==> config.mk <==
export PLATFORM = sky130hd
export DESIGN_NAME = sds_step_dir_sequencer
export DESIGN_NICKNAME = d
export VERILOG_FILES = /design/src/core/sds_pkg.sv /design/src/core/sds_input_sync.sv /design/src/core/sds_step_dir_sequencer.sv
export SDC_FILE = /design/constraint.sdc
export NUM_CORES = 1
export LEC_CHECK = 0
export BUFFER_PORTS_ARGS = -buffer_cell sky130_fd_sc_hd__buf_4
export CAP_MARGIN = 20
export CORE_ASPECT_RATIO = 1.5
export CORE_MARGIN = 3
export CORE_UTILIZATION = 58
export DETAILED_ROUTE_END_ITERATION = 10
export MAX_ROUTING_LAYER = met4
export PLACE_DENSITY = 0.75
export REMOVE_ABC_BUFFERS = 1
export SLEW_MARGIN = 10
export SYNTH_ARGS = -nofsm -noshare
export SYNTH_HDL_FRONTEND = slang
export SYNTH_SLANG_ARGS = --single-unit
==> constraint.sdc <==
create_clock -name REF_CLK_I -period 4.8 [get_ports REF_CLK_I]
set_input_delay 0.48 -clock REF_CLK_I [delete_from_list [all_inputs] [get_ports REF_CLK_I]]
set_output_delay 0.48 -clock REF_CLK_I [all_outputs]
set_load 0.02 [all_outputs]
==> src/core/sds_pkg.sv <==
// constants and types shared by the step/dir microstep sequencer
package sds_pkg;

	localparam int              ANGLE_W          = 10;
	localparam int              MAG_W            = 8;
	localparam int              IDX_W            = 8;
	localparam int              RESOLUTION_SELECT_W           = 4;
	localparam int              TABLE_DEPTH      = 256;
	localparam logic [3:0]      RESOLUTION_SELECT_MAX         = 4'h8;
	localparam logic [9:0]      STEP_UNIT        = 10'h001;
	localparam logic [9:0]      COS_OFFSET       = 10'h100;
	localparam logic [9:0]      ANGLE_RESET      = 10'h000;
	localparam int              SUB_SHIFT        = 4;
	localparam logic [4:0]      SUB_COUNT        = 5'h10;
	localparam logic [9:0]      SUB_SPAN         = 10'h010;
	localparam int              STANDSTILL_LOG2  = 20;
	localparam int              STANDSTILL_CYCLES = 1 << STANDSTILL_LOG2;
	localparam int              INTERVAL_MAX_CYCLES = 1 << STANDSTILL_LOG2;
	localparam int              IDLE_W           = 21;
	localparam int              INTERVAL_W       = 21;
	localparam int              PERIOD_W         = INTERVAL_W + SUB_SHIFT;
	localparam int              SYNC_STAGES      = 2;

	typedef enum logic {
		IPOL_IDLE = 1'b0,
		IPOL_RUN  = 1'b1
	} sds_ipol_state_t;

endpackage

==> src/core/sds_input_sync.sv <==
// two-flop synchroniser for asynchronous pin inputs
`timescale 1ns/1ps
module sds_input_sync #(
	parameter int WIDTH = 2
) (
	input  wire logic             clk_i,
	input  wire logic             rst_n_i,
	input  wire logic [WIDTH-1:0] async_i,
	output logic      [WIDTH-1:0] sync_o
);

	logic [WIDTH-1:0] meta_q;
	logic [WIDTH-1:0] sync_q;

	// first stage feeds only the second stage
	always_ff @(posedge clk_i) begin
		if (!rst_n_i) begin
			meta_q <= '0;
			sync_q <= '0;
		end else begin
			meta_q <= async_i;
			sync_q <= meta_q;
		end
	end

	assign sync_o = sync_q;

endmodule

==> src/core/sds_step_dir_sequencer.sv <==
// step/dir to microstep angle sequencer with sine lookup and interpolator
//
// Notes on behaviour
// - dual-edge select makes both step edges active
// - otherwise only rising step edges count
// - step and dir synchronised before edge detection
// - angle is a 10-bit unsigned microstep counter
// - quarter-wave table, full turn by symmetry
// - resolution select sets the step increment while interpolator off
// - dir low increments, dir high decrements
// - 256-entry table from 1 up to 248
// - peak amplitude 248 leaves offset headroom
// - angle 0 gives A its minimum of 1, B full 248
// - interpolation gives 16 fine microsteps per event
// - interpolation only while interpolator enable set
// - microstep spacing is previous period over 16
// - microstep interval capped at 2^20 - 1 clocks
// - too-slow stepping sets the standstill flag
// - next active step event clears standstill
// - early event drops remaining microsteps, angle jumps
// - standstill after 2^20 clocks with no event
// - angle msb is coil A polarity
`timescale 1ns/1ps
module sds_step_dir_sequencer #(
	parameter int STANDSTILL_CYCLES   = sds_pkg::STANDSTILL_CYCLES,
	parameter int INTERVAL_MAX_CYCLES = sds_pkg::INTERVAL_MAX_CYCLES
) (
	input  wire logic                      REF_CLK_I,
	input  wire logic                      RST_N_I,
	input  wire logic                      STEP_I,
	input  wire logic                      DIR_I,
	input  wire logic                      DUAL_EDGE_SELECT_I,
	input  wire logic [sds_pkg::RESOLUTION_SELECT_W-1:0] RESOLUTION_SELECT_I,
	input  wire logic                      INTERPOLATOR_ENABLE_I,
	output logic [sds_pkg::ANGLE_W-1:0]    MICROSTEP_ANGLE_O,
	output logic                           COIL_A_POLARITY_BIT_O,
	output logic [sds_pkg::MAG_W-1:0]      COIL_A_CURRENT_O,
	output logic                           COIL_A_NEGATIVE_O,
	output logic [sds_pkg::MAG_W-1:0]      COIL_B_CURRENT_O,
	output logic                           COIL_B_NEGATIVE_O,
	output logic                           STANDSTILL_FLAG_O
);

	localparam int ANGLE_W    = sds_pkg::ANGLE_W;
	localparam int MAG_W      = sds_pkg::MAG_W;
	localparam int IDX_W      = sds_pkg::IDX_W;
	localparam int IDLE_W     = sds_pkg::IDLE_W;
	localparam int INTERVAL_W = sds_pkg::INTERVAL_W;
	localparam int PERIOD_W   = sds_pkg::PERIOD_W;

	localparam logic [IDLE_W-1:0]     IDLE_LIMIT = IDLE_W'(STANDSTILL_CYCLES - 1);
	localparam logic [PERIOD_W-1:0]   PERIOD_MAX =
		PERIOD_W'((INTERVAL_MAX_CYCLES << sds_pkg::SUB_SHIFT) - 1);
	localparam logic [INTERVAL_W-1:0] INTERVAL_MIN = INTERVAL_W'(1);

	// first quarter of the sine, peak 248
	localparam logic [MAG_W-1:0] SINE_TABLE [sds_pkg::TABLE_DEPTH] = '{
		8'h01, 8'h02, 8'h04, 8'h05, 8'h07, 8'h08, 8'h0A, 8'h0B,
		8'h0D, 8'h0E, 8'h10, 8'h11, 8'h13, 8'h15, 8'h16, 8'h18,
		8'h19, 8'h1B, 8'h1C, 8'h1E, 8'h1F, 8'h21, 8'h22, 8'h24,
		8'h25, 8'h27, 8'h28, 8'h2A, 8'h2B, 8'h2D, 8'h2E, 8'h30,
		8'h31, 8'h33, 8'h34, 8'h36, 8'h37, 8'h39, 8'h3A, 8'h3C,
		8'h3D, 8'h3E, 8'h40, 8'h41, 8'h43, 8'h44, 8'h46, 8'h47,
		8'h49, 8'h4A, 8'h4C, 8'h4D, 8'h4F, 8'h50, 8'h51, 8'h53,
		8'h54, 8'h56, 8'h57, 8'h59, 8'h5A, 8'h5B, 8'h5D, 8'h5E,
		8'h60, 8'h61, 8'h62, 8'h64, 8'h65, 8'h67, 8'h68, 8'h69,
		8'h6B, 8'h6C, 8'h6D, 8'h6F, 8'h70, 8'h72, 8'h73, 8'h74,
		8'h76, 8'h77, 8'h78, 8'h7A, 8'h7B, 8'h7C, 8'h7E, 8'h7F,
		8'h80, 8'h81, 8'h83, 8'h84, 8'h85, 8'h87, 8'h88, 8'h89,
		8'h8A, 8'h8C, 8'h8D, 8'h8E, 8'h8F, 8'h91, 8'h92, 8'h93,
		8'h94, 8'h96, 8'h97, 8'h98, 8'h99, 8'h9A, 8'h9C, 8'h9D,
		8'h9E, 8'h9F, 8'hA0, 8'hA1, 8'hA3, 8'hA4, 8'hA5, 8'hA6,
		8'hA7, 8'hA8, 8'hA9, 8'hAA, 8'hAC, 8'hAD, 8'hAE, 8'hAF,
		8'hB0, 8'hB1, 8'hB2, 8'hB3, 8'hB4, 8'hB5, 8'hB6, 8'hB7,
		8'hB8, 8'hB9, 8'hBA, 8'hBB, 8'hBC, 8'hBD, 8'hBE, 8'hBF,
		8'hC0, 8'hC1, 8'hC2, 8'hC3, 8'hC4, 8'hC5, 8'hC6, 8'hC7,
		8'hC8, 8'hC9, 8'hC9, 8'hCA, 8'hCB, 8'hCC, 8'hCD, 8'hCE,
		8'hCF, 8'hCF, 8'hD0, 8'hD1, 8'hD2, 8'hD3, 8'hD4, 8'hD4,
		8'hD5, 8'hD6, 8'hD7, 8'hD7, 8'hD8, 8'hD9, 8'hDA, 8'hDA,
		8'hDB, 8'hDC, 8'hDC, 8'hDD, 8'hDE, 8'hDF, 8'hDF, 8'hE0,
		8'hE1, 8'hE1, 8'hE2, 8'hE2, 8'hE3, 8'hE4, 8'hE4, 8'hE5,
		8'hE5, 8'hE6, 8'hE7, 8'hE7, 8'hE8, 8'hE8, 8'hE9, 8'hE9,
		8'hEA, 8'hEA, 8'hEB, 8'hEB, 8'hEC, 8'hEC, 8'hED, 8'hED,
		8'hEE, 8'hEE, 8'hEE, 8'hEF, 8'hEF, 8'hF0, 8'hF0, 8'hF0,
		8'hF1, 8'hF1, 8'hF1, 8'hF2, 8'hF2, 8'hF2, 8'hF3, 8'hF3,
		8'hF3, 8'hF4, 8'hF4, 8'hF4, 8'hF4, 8'hF5, 8'hF5, 8'hF5,
		8'hF5, 8'hF6, 8'hF6, 8'hF6, 8'hF6, 8'hF6, 8'hF7, 8'hF7,
		8'hF7, 8'hF7, 8'hF7, 8'hF7, 8'hF7, 8'hF7, 8'hF8, 8'hF8,
		8'hF8, 8'hF8, 8'hF8, 8'hF8, 8'hF8, 8'hF8, 8'hF8, 8'hF8
	};

	// dir low moves up, dir high moves down, wrapping mod 1024
	function automatic logic [ANGLE_W-1:0] step_angle(
		input logic [ANGLE_W-1:0] angle,
		input logic               down,
		input logic [ANGLE_W-1:0] amount
	);
		if (down) begin
			step_angle = angle - amount;
		end else begin
			step_angle = angle + amount;
		end
	endfunction

	// returns {negative, magnitude} of the sine at this angle
	function automatic logic [MAG_W:0] sine_lookup(
		input logic [ANGLE_W-1:0] angle
	);
		logic [IDX_W-1:0] idx;
		idx = angle[IDX_W-1:0];
		if (angle[IDX_W]) begin
			idx = ~idx;
		end
		sine_lookup = {angle[ANGLE_W-1], SINE_TABLE[idx]};
	endfunction

	logic [1:0]                sync_w;
	logic                      step_s;
	logic                      dir_s;
	logic                      step_prev_q;
	logic                      step_rise;
	logic                      step_fall;
	logic                      step_event;
	logic [sds_pkg::RESOLUTION_SELECT_W-1:0] resolution_select_eff;
	logic [ANGLE_W-1:0]        step_size;
	logic [IDLE_W-1:0]         idle_q;
	logic                      standstill_set;
	logic                      standstill_q;
	logic [PERIOD_W-1:0]       period_q;
	logic [INTERVAL_W-1:0]     interval_d;
	logic [INTERVAL_W-1:0]     interval_q;
	logic [INTERVAL_W-1:0]     tick_q;
	logic                      tick_done;
	logic [4:0]                remaining_q;
	logic                      ipol_dir_q;
	sds_pkg::sds_ipol_state_t  ipol_state_q;
	logic [ANGLE_W-1:0]        angle_q;
	logic [ANGLE_W-1:0]        target_q;
	logic [MAG_W:0]            coil_a_w;
	logic [MAG_W:0]            coil_b_w;
	logic [MAG_W-1:0]          coil_a_mag_q;
	logic [MAG_W-1:0]          coil_b_mag_q;
	logic                      coil_a_neg_q;
	logic                      coil_b_neg_q;

	// pins are asynchronous to the system clock
	sds_input_sync #(
		.WIDTH (sds_pkg::SYNC_STAGES)
	) u_input_sync (
		.clk_i   (REF_CLK_I),
		.rst_n_i (RST_N_I),
		.async_i ({DIR_I, STEP_I}),
		.sync_o  (sync_w)
	);

	assign step_s = sync_w[0];
	assign dir_s  = sync_w[1];

	always_ff @(posedge REF_CLK_I) begin
		if (!RST_N_I) begin
			step_prev_q <= 1'b0;
		end else begin
			step_prev_q <= step_s;
		end
	end

	assign step_rise = step_s & ~step_prev_q;
	assign step_fall = ~step_s & step_prev_q;

	assign step_event = DUAL_EDGE_SELECT_I ? (step_rise | step_fall) : step_rise;

	// codes above full step clamp to full step
	assign resolution_select_eff  = (RESOLUTION_SELECT_I > sds_pkg::RESOLUTION_SELECT_MAX) ?
		sds_pkg::RESOLUTION_SELECT_MAX : RESOLUTION_SELECT_I;
	assign step_size = sds_pkg::STEP_UNIT << resolution_select_eff;

	// cycles since the last active event, saturating
	always_ff @(posedge REF_CLK_I) begin
		if (!RST_N_I) begin
			idle_q <= '0;
		end else if (step_event) begin
			idle_q <= '0;
		end else if (idle_q != IDLE_LIMIT) begin
			idle_q <= idle_q + IDLE_W'(1);
		end
	end

	// a held level would also beat the clearing event, so set only once
	assign standstill_set = (idle_q == IDLE_LIMIT) && !standstill_q;

	// set wins over the clearing event
	always_ff @(posedge REF_CLK_I) begin
		if (!RST_N_I) begin
			standstill_q <= 1'b0;
		end else if (standstill_set) begin
			standstill_q <= 1'b1;
		end else if (step_event) begin
			standstill_q <= 1'b0;
		end
	end

	// step period in clocks, restarted by each event
	always_ff @(posedge REF_CLK_I) begin
		if (!RST_N_I) begin
			period_q <= PERIOD_MAX;
		end else if (step_event) begin
			period_q <= PERIOD_W'(1);
		end else if (period_q != PERIOD_MAX) begin
			period_q <= period_q + PERIOD_W'(1);
		end
	end

	// one sixteenth of the period, never zero, capped by saturation
	always_comb begin
		interval_d = period_q[PERIOD_W-1:sds_pkg::SUB_SHIFT];
		if (interval_d == '0) begin
			interval_d = INTERVAL_MIN;
		end
	end

	assign tick_done = (tick_q == interval_q - INTERVAL_MIN);

	// interpolator sequencing; a new event restarts the burst
	always_ff @(posedge REF_CLK_I) begin
		if (!RST_N_I) begin
			ipol_state_q <= sds_pkg::IPOL_IDLE;
			remaining_q  <= '0;
			tick_q       <= '0;
			interval_q   <= INTERVAL_MIN;
			ipol_dir_q   <= 1'b0;
		end else if (step_event && INTERPOLATOR_ENABLE_I) begin
			ipol_state_q <= sds_pkg::IPOL_RUN;
			remaining_q  <= sds_pkg::SUB_COUNT;
			tick_q       <= '0;
			interval_q   <= interval_d;
			ipol_dir_q   <= dir_s;
		end else if (step_event || !INTERPOLATOR_ENABLE_I) begin
			ipol_state_q <= sds_pkg::IPOL_IDLE;
			remaining_q  <= '0;
			tick_q       <= '0;
		end else begin
			unique case (ipol_state_q)
				sds_pkg::IPOL_IDLE: begin
					tick_q <= '0;
				end
				sds_pkg::IPOL_RUN: begin
					if (tick_done) begin
						tick_q      <= '0;
						remaining_q <= remaining_q - 5'h01;
						if (remaining_q == 5'h01) begin
							ipol_state_q <= sds_pkg::IPOL_IDLE;
						end
					end else begin
						tick_q <= tick_q + INTERVAL_W'(1);
					end
				end
			endcase
		end
	end

	// angle counter and end-of-burst target
	// leftover fine steps are dropped by jumping to the old target first
	always_ff @(posedge REF_CLK_I) begin
		if (!RST_N_I) begin
			angle_q  <= sds_pkg::ANGLE_RESET;
			target_q <= sds_pkg::ANGLE_RESET;
		end else if (step_event && INTERPOLATOR_ENABLE_I) begin
			// finish the previous burst at once
			angle_q  <= target_q;
			// burst spans sixteen 1/256 steps; input assumed 16x
			target_q <= step_angle(target_q, dir_s, sds_pkg::SUB_SPAN);
		end else if (step_event) begin
			angle_q  <= step_angle(angle_q, dir_s, step_size);
			target_q <= step_angle(angle_q, dir_s, step_size);
		end else if (ipol_state_q == sds_pkg::IPOL_RUN && INTERPOLATOR_ENABLE_I) begin
			if (tick_done) begin
				angle_q <= step_angle(angle_q, ipol_dir_q, sds_pkg::STEP_UNIT);
			end
		end else begin
			// interpolator off mid-burst: land on the committed target
			angle_q <= target_q;
		end
	end

	// coil A sine, coil B cosine via a quarter-turn offset
	assign coil_a_w = sine_lookup(angle_q);
	assign coil_b_w = sine_lookup(angle_q + sds_pkg::COS_OFFSET);

	// registered currents lag the angle by one clock
	always_ff @(posedge REF_CLK_I) begin
		if (!RST_N_I) begin
			coil_a_mag_q <= '0;
			coil_b_mag_q <= '0;
			coil_a_neg_q <= 1'b0;
			coil_b_neg_q <= 1'b0;
		end else begin
			coil_a_mag_q <= coil_a_w[MAG_W-1:0];
			coil_a_neg_q <= coil_a_w[MAG_W];
			coil_b_mag_q <= coil_b_w[MAG_W-1:0];
			coil_b_neg_q <= coil_b_w[MAG_W];
		end
	end

	assign MICROSTEP_ANGLE_O     = angle_q;
	// msb gives coil A current direction
	assign COIL_A_POLARITY_BIT_O = angle_q[ANGLE_W-1];
	assign COIL_A_CURRENT_O      = coil_a_mag_q;
	assign COIL_A_NEGATIVE_O     = coil_a_neg_q;
	assign COIL_B_CURRENT_O      = coil_b_mag_q;
	assign COIL_B_NEGATIVE_O     = coil_b_neg_q;
	assign STANDSTILL_FLAG_O     = standstill_q;

endmodule

# --- After elaboration in Yosys (flattened, before gate mapping) ---
# Memories as Yosys holds them, arrays and structs flattened. A register that Yosys moved wholly into a read port is not among the register bits.
# Index checks and enable logic that the tools add are counted.
op_classes:
  n_lt_le_gt_ge: 1
  n_reduce_logical: 18
  n_bitwise: 11
  eq_ne: 6
  mux: 29
  shift: 1
  add_sub_neg: 12
op_table:
  columns: ["op", "n"]
  rows:
  - ["2-to-1 mux 10 bit", 9]
  - ["2-to-1 mux 24 bit", 2]
  - ["adder 21 x 1 -> 21 bit (second input constant)", 2]
  - ["2-to-1 mux 21 bit", 2]
  - ["case mux 21 bit (2 select lines)", 1]
  - ["adder 25 x 1 -> 25 bit (second input constant)", 1]
  - ["inequality test 25 x 24 -> 1 bit (second input constant)", 1]
  - ["equality test 21 x 20 -> 1 bit (second input constant)", 1]
  - ["equality test 21 bit", 1]
  - ["logical NOT 21 bit", 1]
  - ["inequality test 21 x 20 -> 1 bit (second input constant)", 1]
  - ["subtractor 21 x 1 -> 21 bit (second input constant)", 1]
  - ["2-to-1 mux 5 bit", 4]
  - ["NOT 8 -> 9 bit", 2]
  - ["2-to-1 mux 8 bit", 2]
  - ["NOT 8 bit", 2]
  - ["adder 10 x 1 -> 10 bit (second input constant)", 1]
  - ["adder 10 bit", 1]
  - ["adder 10 x 5 -> 10 bit (second input constant)", 1]
  - ["adder 10 x 9 -> 10 bit (second input constant)", 1]
  - ["left shift 1 x 4 -> 10 bit (first input constant)", 1]
  - ["subtractor 10 x 1 -> 10 bit (second input constant)", 1]
  - ["subtractor 10 bit", 1]
  - ["subtractor 10 x 5 -> 10 bit (second input constant)", 1]
  - ["other kinds (17)", 37]
totals:
  input_bits: 10
  regBits: 123
  mem_count: 2
  romBits: 4096
  elab_cells: 97
  out_inout_bits: 30
mem_list:
  columns: ["memory", "words", "width", "rd", "rd_clocked_by_memory_dff", "write_ports", "line_no", "source"]
  rows:
  - ["(no name shown)", 256, 8, 1, 1, 0, "sds_step_dir_sequencer.sv:114", "sine_lookup = {angle[ANGLE_W-1], SINE_TABLE[idx]};"]
  - ["(no name shown)", 256, 8, 1, 1, 0, "sds_step_dir_sequencer.sv:114", null]

# --- Longest topological paths before layout ---
# Gate-level depths: netlist of the first run.
logic_depth:
  word_depth: 7
  ltp_mapped: 15
  ltp_nobuf: 14

# --- Modules after synthesis ---
# Synthesis of the first run repeated with hierarchy kept, for this count alone.
unflattened:
  cells_unflattened: 1491
  hier_area_um2: 10960.5
by_module_without_submodules:
  columns: ["module", "n_inst", "cells_per_inst", "seq_area_each_um2", "area_per_inst_um2"]
  rows:
  - ["sds_step_dir_sequencer", 1, 1483, 2702.6, 10855.4]
  - ["sds_input_sync", 1, 8, 80.1, 105.1]

# --- Worst setup path before layout of the first run ---
# No wires, ideal clock.
synth_path:
  kind: "register to register"
  from: "reg angle_q[8] (netlist: MICROSTEP_ANGLE_O[8])"
  to: "reg coil_b_mag_q[1] (netlist: COIL_B_CURRENT_O[1])"
  synth_period_minus_slack_ns: 3.520
  setup_time_ns: 0.122
  required_ns: 4.678
  slack_ns: 1.280
  path_stages_with_launch: 15
  t_arrival_ns: 3.398
  n_path_buf: 6
  path_cell_list: "dfxtp_1 > buf_2 > buf_2 > buf_2 > buf_2 > buf_1 > xor2_1 > ha_1 > clkbuf_1 > o311ai_0 > a221oi_1 > a211oi_1 > o21ai_0 > nand3_1 > o311a_1"
synth_via:
  elab_chain_len: 3
synth_rtl:
  columns: ["element", "line_no", "source"]
  rows:
  - ["from (decl)", "sds_step_dir_sequencer.sv:137", "logic [ANGLE_W-1:0] angle_q;"]
  - ["from (signal assigned)", "sds_step_dir_sequencer.sv:265", "angle_q <= sds_pkg::ANGLE_RESET;"]
  - ["from (signal assigned)", "sds_step_dir_sequencer.sv:269", "angle_q <= target_q;"]
  - ["from (signal assigned)", "sds_step_dir_sequencer.sv:273", "angle_q <= step_angle(angle_q, dir_s, step_size);"]
  - ["adder 10 x 9 -> 10 bit", "sds_step_dir_sequencer.sv:287", "assign coil_b_w = sine_lookup(angle_q + sds_pkg::COS_OFFSET);"]
  - ["2-to-1 mux 8 bit", "sds_step_dir_sequencer.sv:111", "if (angle[IDX_W]) begin"]
  - ["NOT 8 -> 9 bit (implied by the code)", "sds_step_dir_sequencer.sv:114", null]
  - ["to (decl)", "sds_step_dir_sequencer.sv:142", "logic [MAG_W-1:0] coil_b_mag_q;"]
# No other way between the ends.
# A chain may end at the register's enable or synchronous reset.

# --- Worst setup path in the final report of the first run ---
layout_path:
  from: "reg angle_q[8] (netlist: MICROSTEP_ANGLE_O[8])"
  to: "reg coil_a_mag_q[1] (netlist: COIL_A_CURRENT_O[1])"
layout_via:
  elab_chain_len: 2
layout_rtl:
  columns: ["element", "line_no", "source"]
  rows:
  - ["2-to-1 mux 8 bit", "sds_step_dir_sequencer.sv:111", null]
  - ["NOT 8 -> 9 bit (implied by the code)", "sds_step_dir_sequencer.sv:114", null]
  - ["to (decl)", "sds_step_dir_sequencer.sv:141", "logic [MAG_W-1:0] coil_a_mag_q;"]
# No other way between the ends.

==> results of run 1 <==
-- routing by layer --
metal  GRT usage, %  up-vias  wire, um
met5              -        -         0
met4          21.55        0      2320
met3          5.711      187      2206
met1          34.96     5584     13010
met2          57.62      603     17820
li1               -     5495         -
-- sequential cells by signal, summed over array words and instances, names as in the netlist --
name / cells
COIL_A_CURRENT_O: 8
COIL_A_NEGATIVE_O: 1
COIL_B_CURRENT_O: 8
COIL_B_NEGATIVE_O: 1
MICROSTEP_ANGLE_O: 10
STANDSTILL_FLAG_O: 1
idle_q: 21
interval_q: 21
ipol_dir_q: 1
ipol_state_q: 1
period_q: 25
remaining_q: 5
step_prev_q: 1
target_q: 10
tick_q: 21
u_input_sync.meta_q: 2
u_input_sync.sync_o: 2
-- worst max-delay path: stages (launching register included) --
cell	delay, ns
dfxtp_2	0.34
buf_4	0.37
xor2_1	0.54
inv_1	0.30
ha_1	0.42
nor2_1	0.25
a2111oi_0	0.10
a41oi_1	0.19
a31oi_1	0.10
a211oi_1	0.82
a311oi_1	0.09
-- layout make-up --
class	instances	area, um2	area share, %
sequential	139	2785	22.27
timing repair buffer	71	540.5	4.322
clock buffer	18	429.2	3.432
clock inverter	14	147.6	1.181
multi-input combinational	1194	8107	64.82
inverter	47	176.4	1.411
tap	256	320.3	2.561
-- worst max-delay path by stage --
stage / start / endpoint / slack [ns] / cells past startpoint
finish: MICROSTEP_ANGLE_O[8]$_SDFFE_PN0P_ / COIL_A_CURRENT_O[1]$_SDFF_PN0_ / 1.11 / 10
detailed placement: RESOLUTION_SELECT_I[3] / MICROSTEP_ANGLE_O[3]$_SDFFE_PN0P_ / 1.22 / 13
CTS: MICROSTEP_ANGLE_O[8]$_SDFFE_PN0P_ / COIL_B_CURRENT_O[2]$_SDFF_PN0_ / 1.40 / 10
global route: MICROSTEP_ANGLE_O[8]$_SDFFE_PN0P_ / COIL_A_CURRENT_O[1]$_SDFF_PN0_ / 0.97 / 10
global placement: RESOLUTION_SELECT_I[3] / MICROSTEP_ANGLE_O[3]$_SDFFE_PN0P_ / 1.28 / 13
floorplan: MICROSTEP_ANGLE_O[8]$_SDFFE_PN0P_ / COIL_A_CURRENT_O[3]$_SDFF_PN0_ / -2.36 / 8
-- cell families after synthesis --
group | share of synthesized area [%]
and+or+nand+nor | 24.74
adders and majority gates | 6.084
xor gates and xnor gates | 9.083
AOI/OAI and AO/OA | 25.54
DFF | 24.25
muxes | 4.525
buffers and inverters | 5.779
-- cells in the mapped netlist (8+ instances only) --
cell type	n
clkbuf_1	93
inv_1	42
xnor2_1	59
ha_1	51
a21oi_1	85
nand4_1	24
and2_1	11
nor2b_1	17
nor4_1	19
nor3_2	20
o2111ai_1	9
nor3_1	33
and3_1	13
and4_1	11
a211oi_1	29
a21o_1	10
nand2b_1	15
nand3_1	62
o211ai_1	36
o31ai_1	11
dfxtp_1	139
a311oi_1	9
o311ai_0	14
nor2_1	134
nand2_1	127
o21ai_0	103
a31oi_1	12
or4_1	8
buf_1	19
a221oi_1	18
or3_1	13
xor2_1	60
o22ai_1	14
mux2i_1	44
-- power groups by stage --
stage / Sequential (mW) / Clock, mW / Combinational, mW
after floorplan: 1.42 / 0 / 1.18
after global placement: 1.37 / 0 / 1.76
after detailed placement: 1.38 / 0 / 1.78
after CTS: 1.35 / 1.33 / 1.78
after global routing: 1.36 / 1.39 / 1.99
final: 1.35 / 1.32 / 1.84
-- metrics by stage --
| stage | cell area [um2] | util [%] | hold WS, ns |
|---|---|---|---|
| after floorplan | 10990 | - | 0.4118 |
| after global placement | 11910 | 61.68 | 0.4133 |
| after detailed placement | 11910 | 61.68 | 0.4238 |
| after CTS | 12490 | 64.67 | 0.2491 |
| after global routing | 12510 | 64.74 | 0.2657 |
| final | 12510 | 64.74 | 0.2548 |
==> qor.yml, run 1 <==
cts:
  postCtsSetupBuffers: 0
  root_buffer: "clkbuf_16"
  hold_buffers: 0
  h-tree-depth: 4
  numCtsBuffers: 17
  clock_path_buffers: 2
  cts_resized: 0
  clock_sinks: 139
  clk_latency_ns: 0.43
  path_clk_slew_ns: 0.07
  cts_tree: "done"
grt:
  grt_usage_pct: 33.40
  grt_max_degree: 60
  grt_overflow: 0
  grt_pass1_wl_um: 57010
  grt_antenna_before_repair: 0
  grt_pass1_vias: 11238
setup_path:
  worst-endpoint-required_ns: 5.07
  worst-setup-path-type: "flip-flop to flip-flop"
  r2r_slack_ns: 1.11
  crit_fanout: 28
  critPathLaunchType: "flip-flop"
  r2r_cells: 10
  r2r-start: "MICROSTEP_ANGLE_O[8]$_SDFFE_PN0P_"
  timing.rr.end: "COIL_A_CURRENT_O[1]$_SDFF_PN0_"
  crit_path_end_kind: "flip-flop"
  cp.arrival_ns: 3.97
synthesis:
  synthCells: 1501
  ys_seq_elements: 139
  ys_seq_area_share_pct: 24.25
  syn-cell-area_um2: 11470
  synth_edf_count: 0
  synth.top_cell.area_share_pct: 24.25
  yosysTopAreaCell: "dfxtp_1"
  synth_ff_type: "dfxtp_1"
  synth_cell_types: 89
  synthArstFlopShare_pct: 0
  synth.area.top_cells: "dfxtp_1 (24%), ha_1 (5.6%), xor2_1 (4.6%)"
  syn_area_per_cell_um2: 7.645
  synth_warnings: 0
sta:
  fin_ws_ns: 1.105
  tns_ns: 0
  finClkSkew_ns: 0.007421
  fmax_mhz: 270.7
  fin_crit_ns: 3.695
  slew_headroom_pct: 26.07
  hold_violations: 0
  worst_slew_pin_slew_ns: 1.109
  rsz0062_at_grt: "false"
  finalSetupViolCount: 0
  maxSlewViolCount: 0
  fin_crit_sh_pct: 76.97
power_and_ir_drop:
  totalPowerFinal_mw: 4.518
  pwr-share-seq_pct: 30.0
  power_density_nw_per_um2: 361.2
  swShare_pct: 41.46
  leakagePower_nw: 4.748
  clkPwrFrac_pct: 29.3
  p_int_mw: 2.645
  p_sw_mw: 1.873
  ir_drop_v: 0.0002621
  combPwrFrac_pct: 40.7
finish:
  mostFrequentLayoutCell: "dfxtp_1"
  finalNonFillerCells: 1739
  drive_gt1_share_pct: 10.59
  area_growth_syn_to_layout_pct: 8.984
  fillers: 1699
  final_cell_mix: "dfxtp_1 (137), nor2_1 (133), nand2_1 (127), o21ai_0 (103), a21oi_1 (85)"
  nNetsFinal: 1534
  insertedDiodeCount: 0
routing:
  vias_per_cell: 6.825
  wl_per_cell_um: 20.34
  drt_pass1_iterations: 6
  drc: 0
  drtIter0Drc: 1176
  drt-total-wl_um: 35360
  antenna_left: 0
  vias: 11869
flow_run:
  max_cap_violations: 0
placed_design:
  pre_cts_ws_ns: 1.216
  globalplace.congestion: 1.034
  dpl.hpwl_um: 24590
  io_buffers: 39
  place_inst: 1706
floorplanning:
  io_pins: 40
  fp.dieArea_um2: 21540
  fp.dieH_um: 178.3
  start_util_pct: 59.41
  num_rows: 62
  coreArea_um2: 19320
  die_x_um: 120.8
hold_path:
  min_path_type: "input pin to flip-flop"
  whs_path_depth: 2
  min-delay-start: "DIR_I"
  hold_end: "u_input_sync.meta_q[1]$_SDFF_PN0_"
run_status:
  status: "finished, final reports clean"
Power figures use the tool's default switching activity.
==> run 2: changes to the inputs <==
- PLACE_DENSITY: 0.75 -> 0.78
- clock period: 4.8 -> 3 ns (I/O delays scaled with it)
==> run 2 against run 1 <==
  * Worst hold slack lost 0.18 ns
  * Sequential cell count is the same
  * Clock-buffer cell count shrank 1
  * Total power grew 68%
  * Critical endpoint is now MICROSTEP_ANGLE_O[9]$_SDFFE_PN0P_
  * Critical path type unchanged
  * Final cell count grew 4.0%
  * Routed wire length grew 0.84%
  * Register-to-register slack lost 0.98 ns
  * Clock skew grew 0.0033 ns
==> qor.yml, run 2 (synthesis gave the netlist of run 1 again) <==
power_and_ir_drop:
  clkPwrFrac_pct: 29.3  # about the same
  p_int_mw: 4.527  # was 2.645 mW
  totalPowerFinal_mw: 7.585  # was 4.518 mW
  leakagePower_nw: 5.144  # was 4.748 nW
  combPwrFrac_pct: 42.3  # was 40.7%
  swShare_pct: 40.32  # was 41.46%
  pwr-share-seq_pct: 28.4  # was 30.0%
  p_sw_mw: 3.058  # was 1.873 mW
  ir_drop_v: 0.0003925  # was 0.0002621 V
  power_density_nw_per_um2: 576.9  # was 361.2 nW/um2
sta:
  hold_violations: 0  # unchanged
  rsz0062_at_grt: "false"  # unchanged
  tns_ns: 0  # unchanged
  finClkSkew_ns: 0.01076  # was 0.007421 ns
  fin_crit_sh_pct: 95.99  # was 76.97%
  slew_headroom_pct: 33.06  # was 26.07%
  fin_ws_ns: 0.1204  # was 1.105 ns
  fin_crit_ns: 2.880  # was 3.695 ns
  fmax_mhz: 347.3  # was 270.7 MHz
  finalSetupViolCount: 0  # unchanged
  worst_slew_pin_slew_ns: 0.9950  # was 1.109 ns
  maxSlewViolCount: 0  # unchanged
floorplanning:
  fp.dieArea_um2: 21540  # unchanged
  start_util_pct: 59.41  # unchanged
  fp.dieH_um: 178.3  # unchanged
  io_pins: 40  # unchanged
  die_x_um: 120.8  # unchanged
  num_rows: 62  # unchanged
  coreArea_um2: 19320  # unchanged
placed_design:
  placed_cell_area_um2: 12510  # was 11910 um2
  io_buffers: 39  # unchanged
  globalplace.congestion: 1.031  # was 1.034
  pre_cts_ws_ns: -0.2798  # was 1.216 ns
  dpl.hpwl_um: 25000  # was 24590 um
finish:
  largest_reg_flops: 25  # unchanged
  fillers: 1583  # was 1699
  final_area_um2: 13150  # was 12510 um2
  drive_gt1_share_pct: 14.75  # was 10.59%
  top_register: "period_q"  # unchanged
  insertedDiodeCount: 0  # unchanged
  multi_input_area_um2: 8122  # was 8107 um2
  final_cell_mix: "dfxtp_1 (137), nor2_1 (133), buf_4 (133), nand2_1 (127), o21ai_0 (101)"  # was dfxtp_1 (137), nor2_1 (133), nand2_1 (127), o21ai_0 (103), a21oi_1 (85)
  fin_util_pct: 68.07  # was 64.74%
  area_growth_syn_to_layout_pct: 14.59  # was 8.984%
  nNetsFinal: 1604  # was 1534
  mostFrequentLayoutCell: "dfxtp_1"  # unchanged
  area.sequential_um2: 2785  # unchanged
setup_path:
  worst-setup-path-type: "flip-flop to flip-flop"  # unchanged
  critPathLaunchType: "flip-flop"  # unchanged
  crit_fanout: 12  # was 28
  crit_path_end_kind: "flip-flop"  # unchanged
  cp-startpoint: "interval_q[0]$_SDFFE_PN1P_"  # was MICROSTEP_ANGLE_O[8]$_SDFFE_PN0P_
  r2r-start: "interval_q[0]$_SDFFE_PN1P_"  # was MICROSTEP_ANGLE_O[8]$_SDFFE_PN0P_
  worst-endpoint-required_ns: 3.33  # was 5.07 ns
  cp.arrival_ns: 3.21  # was 3.97 ns
grt:
  grt_pass1_vias: 11490  # was 11238
  grt_antenna_before_repair: 0  # unchanged
  grt_usage_pct: 33.67  # was 33.40%
  grt_max_degree: 59  # was 60
  grt_pass1_wl_um: 57300  # was 57010 um
  grt_overflow: 0  # unchanged
cts:
  cts_tree: "done"  # unchanged
  clock_path_buffers: 2  # unchanged
  numCtsBuffers: 17  # unchanged
  clock_sinks: 139  # unchanged
  root_buffer: "clkbuf_16"  # unchanged
  h-tree-depth: 4  # unchanged
  hold_buffers: 0  # unchanged
  clk_latency_ns: 0.43  # about the same
  path_clk_slew_ns: 0.07  # about the same
routing:
  vias_per_cell: 6.670  # was 6.825
  antenna_left: 0  # unchanged
  drc: 0  # unchanged
  drt_pass1_iterations: 5  # was 6
  wl_per_cell_um: 19.71  # was 20.34 um
  drtIter0Drc: 1094  # was 1176
  vias: 12066  # was 11869
  drt-total-wl_um: 35660  # was 35360 um
hold_path:
  min-delay-start: "DIR_I"  # unchanged
  min_path_type: "input pin to flip-flop"  # unchanged
flow_run:
  max_cap_violations: 0  # unchanged
run_status:
  status: "finished, final reports clean"  # unchanged
==> run 2: changes by cell type in the layout (fill, tap and decap cells not counted), sizes merged <==
cell,before,now
a21o,11,12
buf,71,140
bufinv,1,2
clkbuf,18,17
clkinv,5,9
clkinvlp,3,0
inv,52,51
==> run 2: power by group through the flow <==
stage	clock, mW	combinational (mW)	sequential (mW)
after detailed placement	0	3.10	2.19
after floorplan	0	1.88	2.27
after CTS	2.24	3.12	2.15
after global routing	2.30	3.45	2.17
final	2.22	3.20	2.16
after global placement	0	3.08	2.19
==> run 2: critical path, stage by stage, from the launching register on <==
cell,delay [ns]
dfxtp_1,0.35
inv_1,0.08
ha_1,0.29
nor4b_2,0.23
buf_4,0.17
and4b_1,0.24
nor4_1,0.06
or3_4,0.42
o2111a_2,0.36
a21o_4,0.32
a211oi_1,0.25
==> run 2: area by class of cell <==
class,instances,area share (%)
clock buffers,17,3.235
clock inverters,15,1.380
inverters,47,1.342
multi-input cells,1195,61.77
flip-flops and latches,139,21.18
well taps,256,2.436
repair buffers,140,8.659
==> run 2: path summary, 6_finish.rpt <==
path	to	slack, ns	depth (start not counted)
setup / recovery	MICROSTEP_ANGLE_O[9]$_SDFFE_PN0P_	0.12	10
hold / removal	u_input_sync.meta_q[1]$_SDFF_PN0_	0.08	2
setup reg to reg	MICROSTEP_ANGLE_O[9]$_SDFFE_PN0P_	0.12	10
hold reg to reg	u_input_sync.sync_o[0]$_SDFF_PN0_	0.43	1
==> run 2: through the flow <==
step,cells,hold WS (ns)
after floorplan,1380,0.3762
after global placement,1775,0.4154
after detailed placement,1775,0.4203
after CTS,1807,0.06747
after global routing,1809,0.08857
final,1809,0.07629
==> run 2: what timing repair did <==
action	CTS	global route
resized for setup	0	4
endpoints found under the hold margin	0	0
endpoints found under the setup margin	0	15
setup buffers	0	1
==> run 2: layer usage <==
layer,up-vias,track usage (%),part of all wire [%]
met5,-,-,0
met4,0,23.49,7.0
met3,191,3.871,4.9
met2,552,57.53,50
li1,5635,-,-
met1,5688,36.17,38
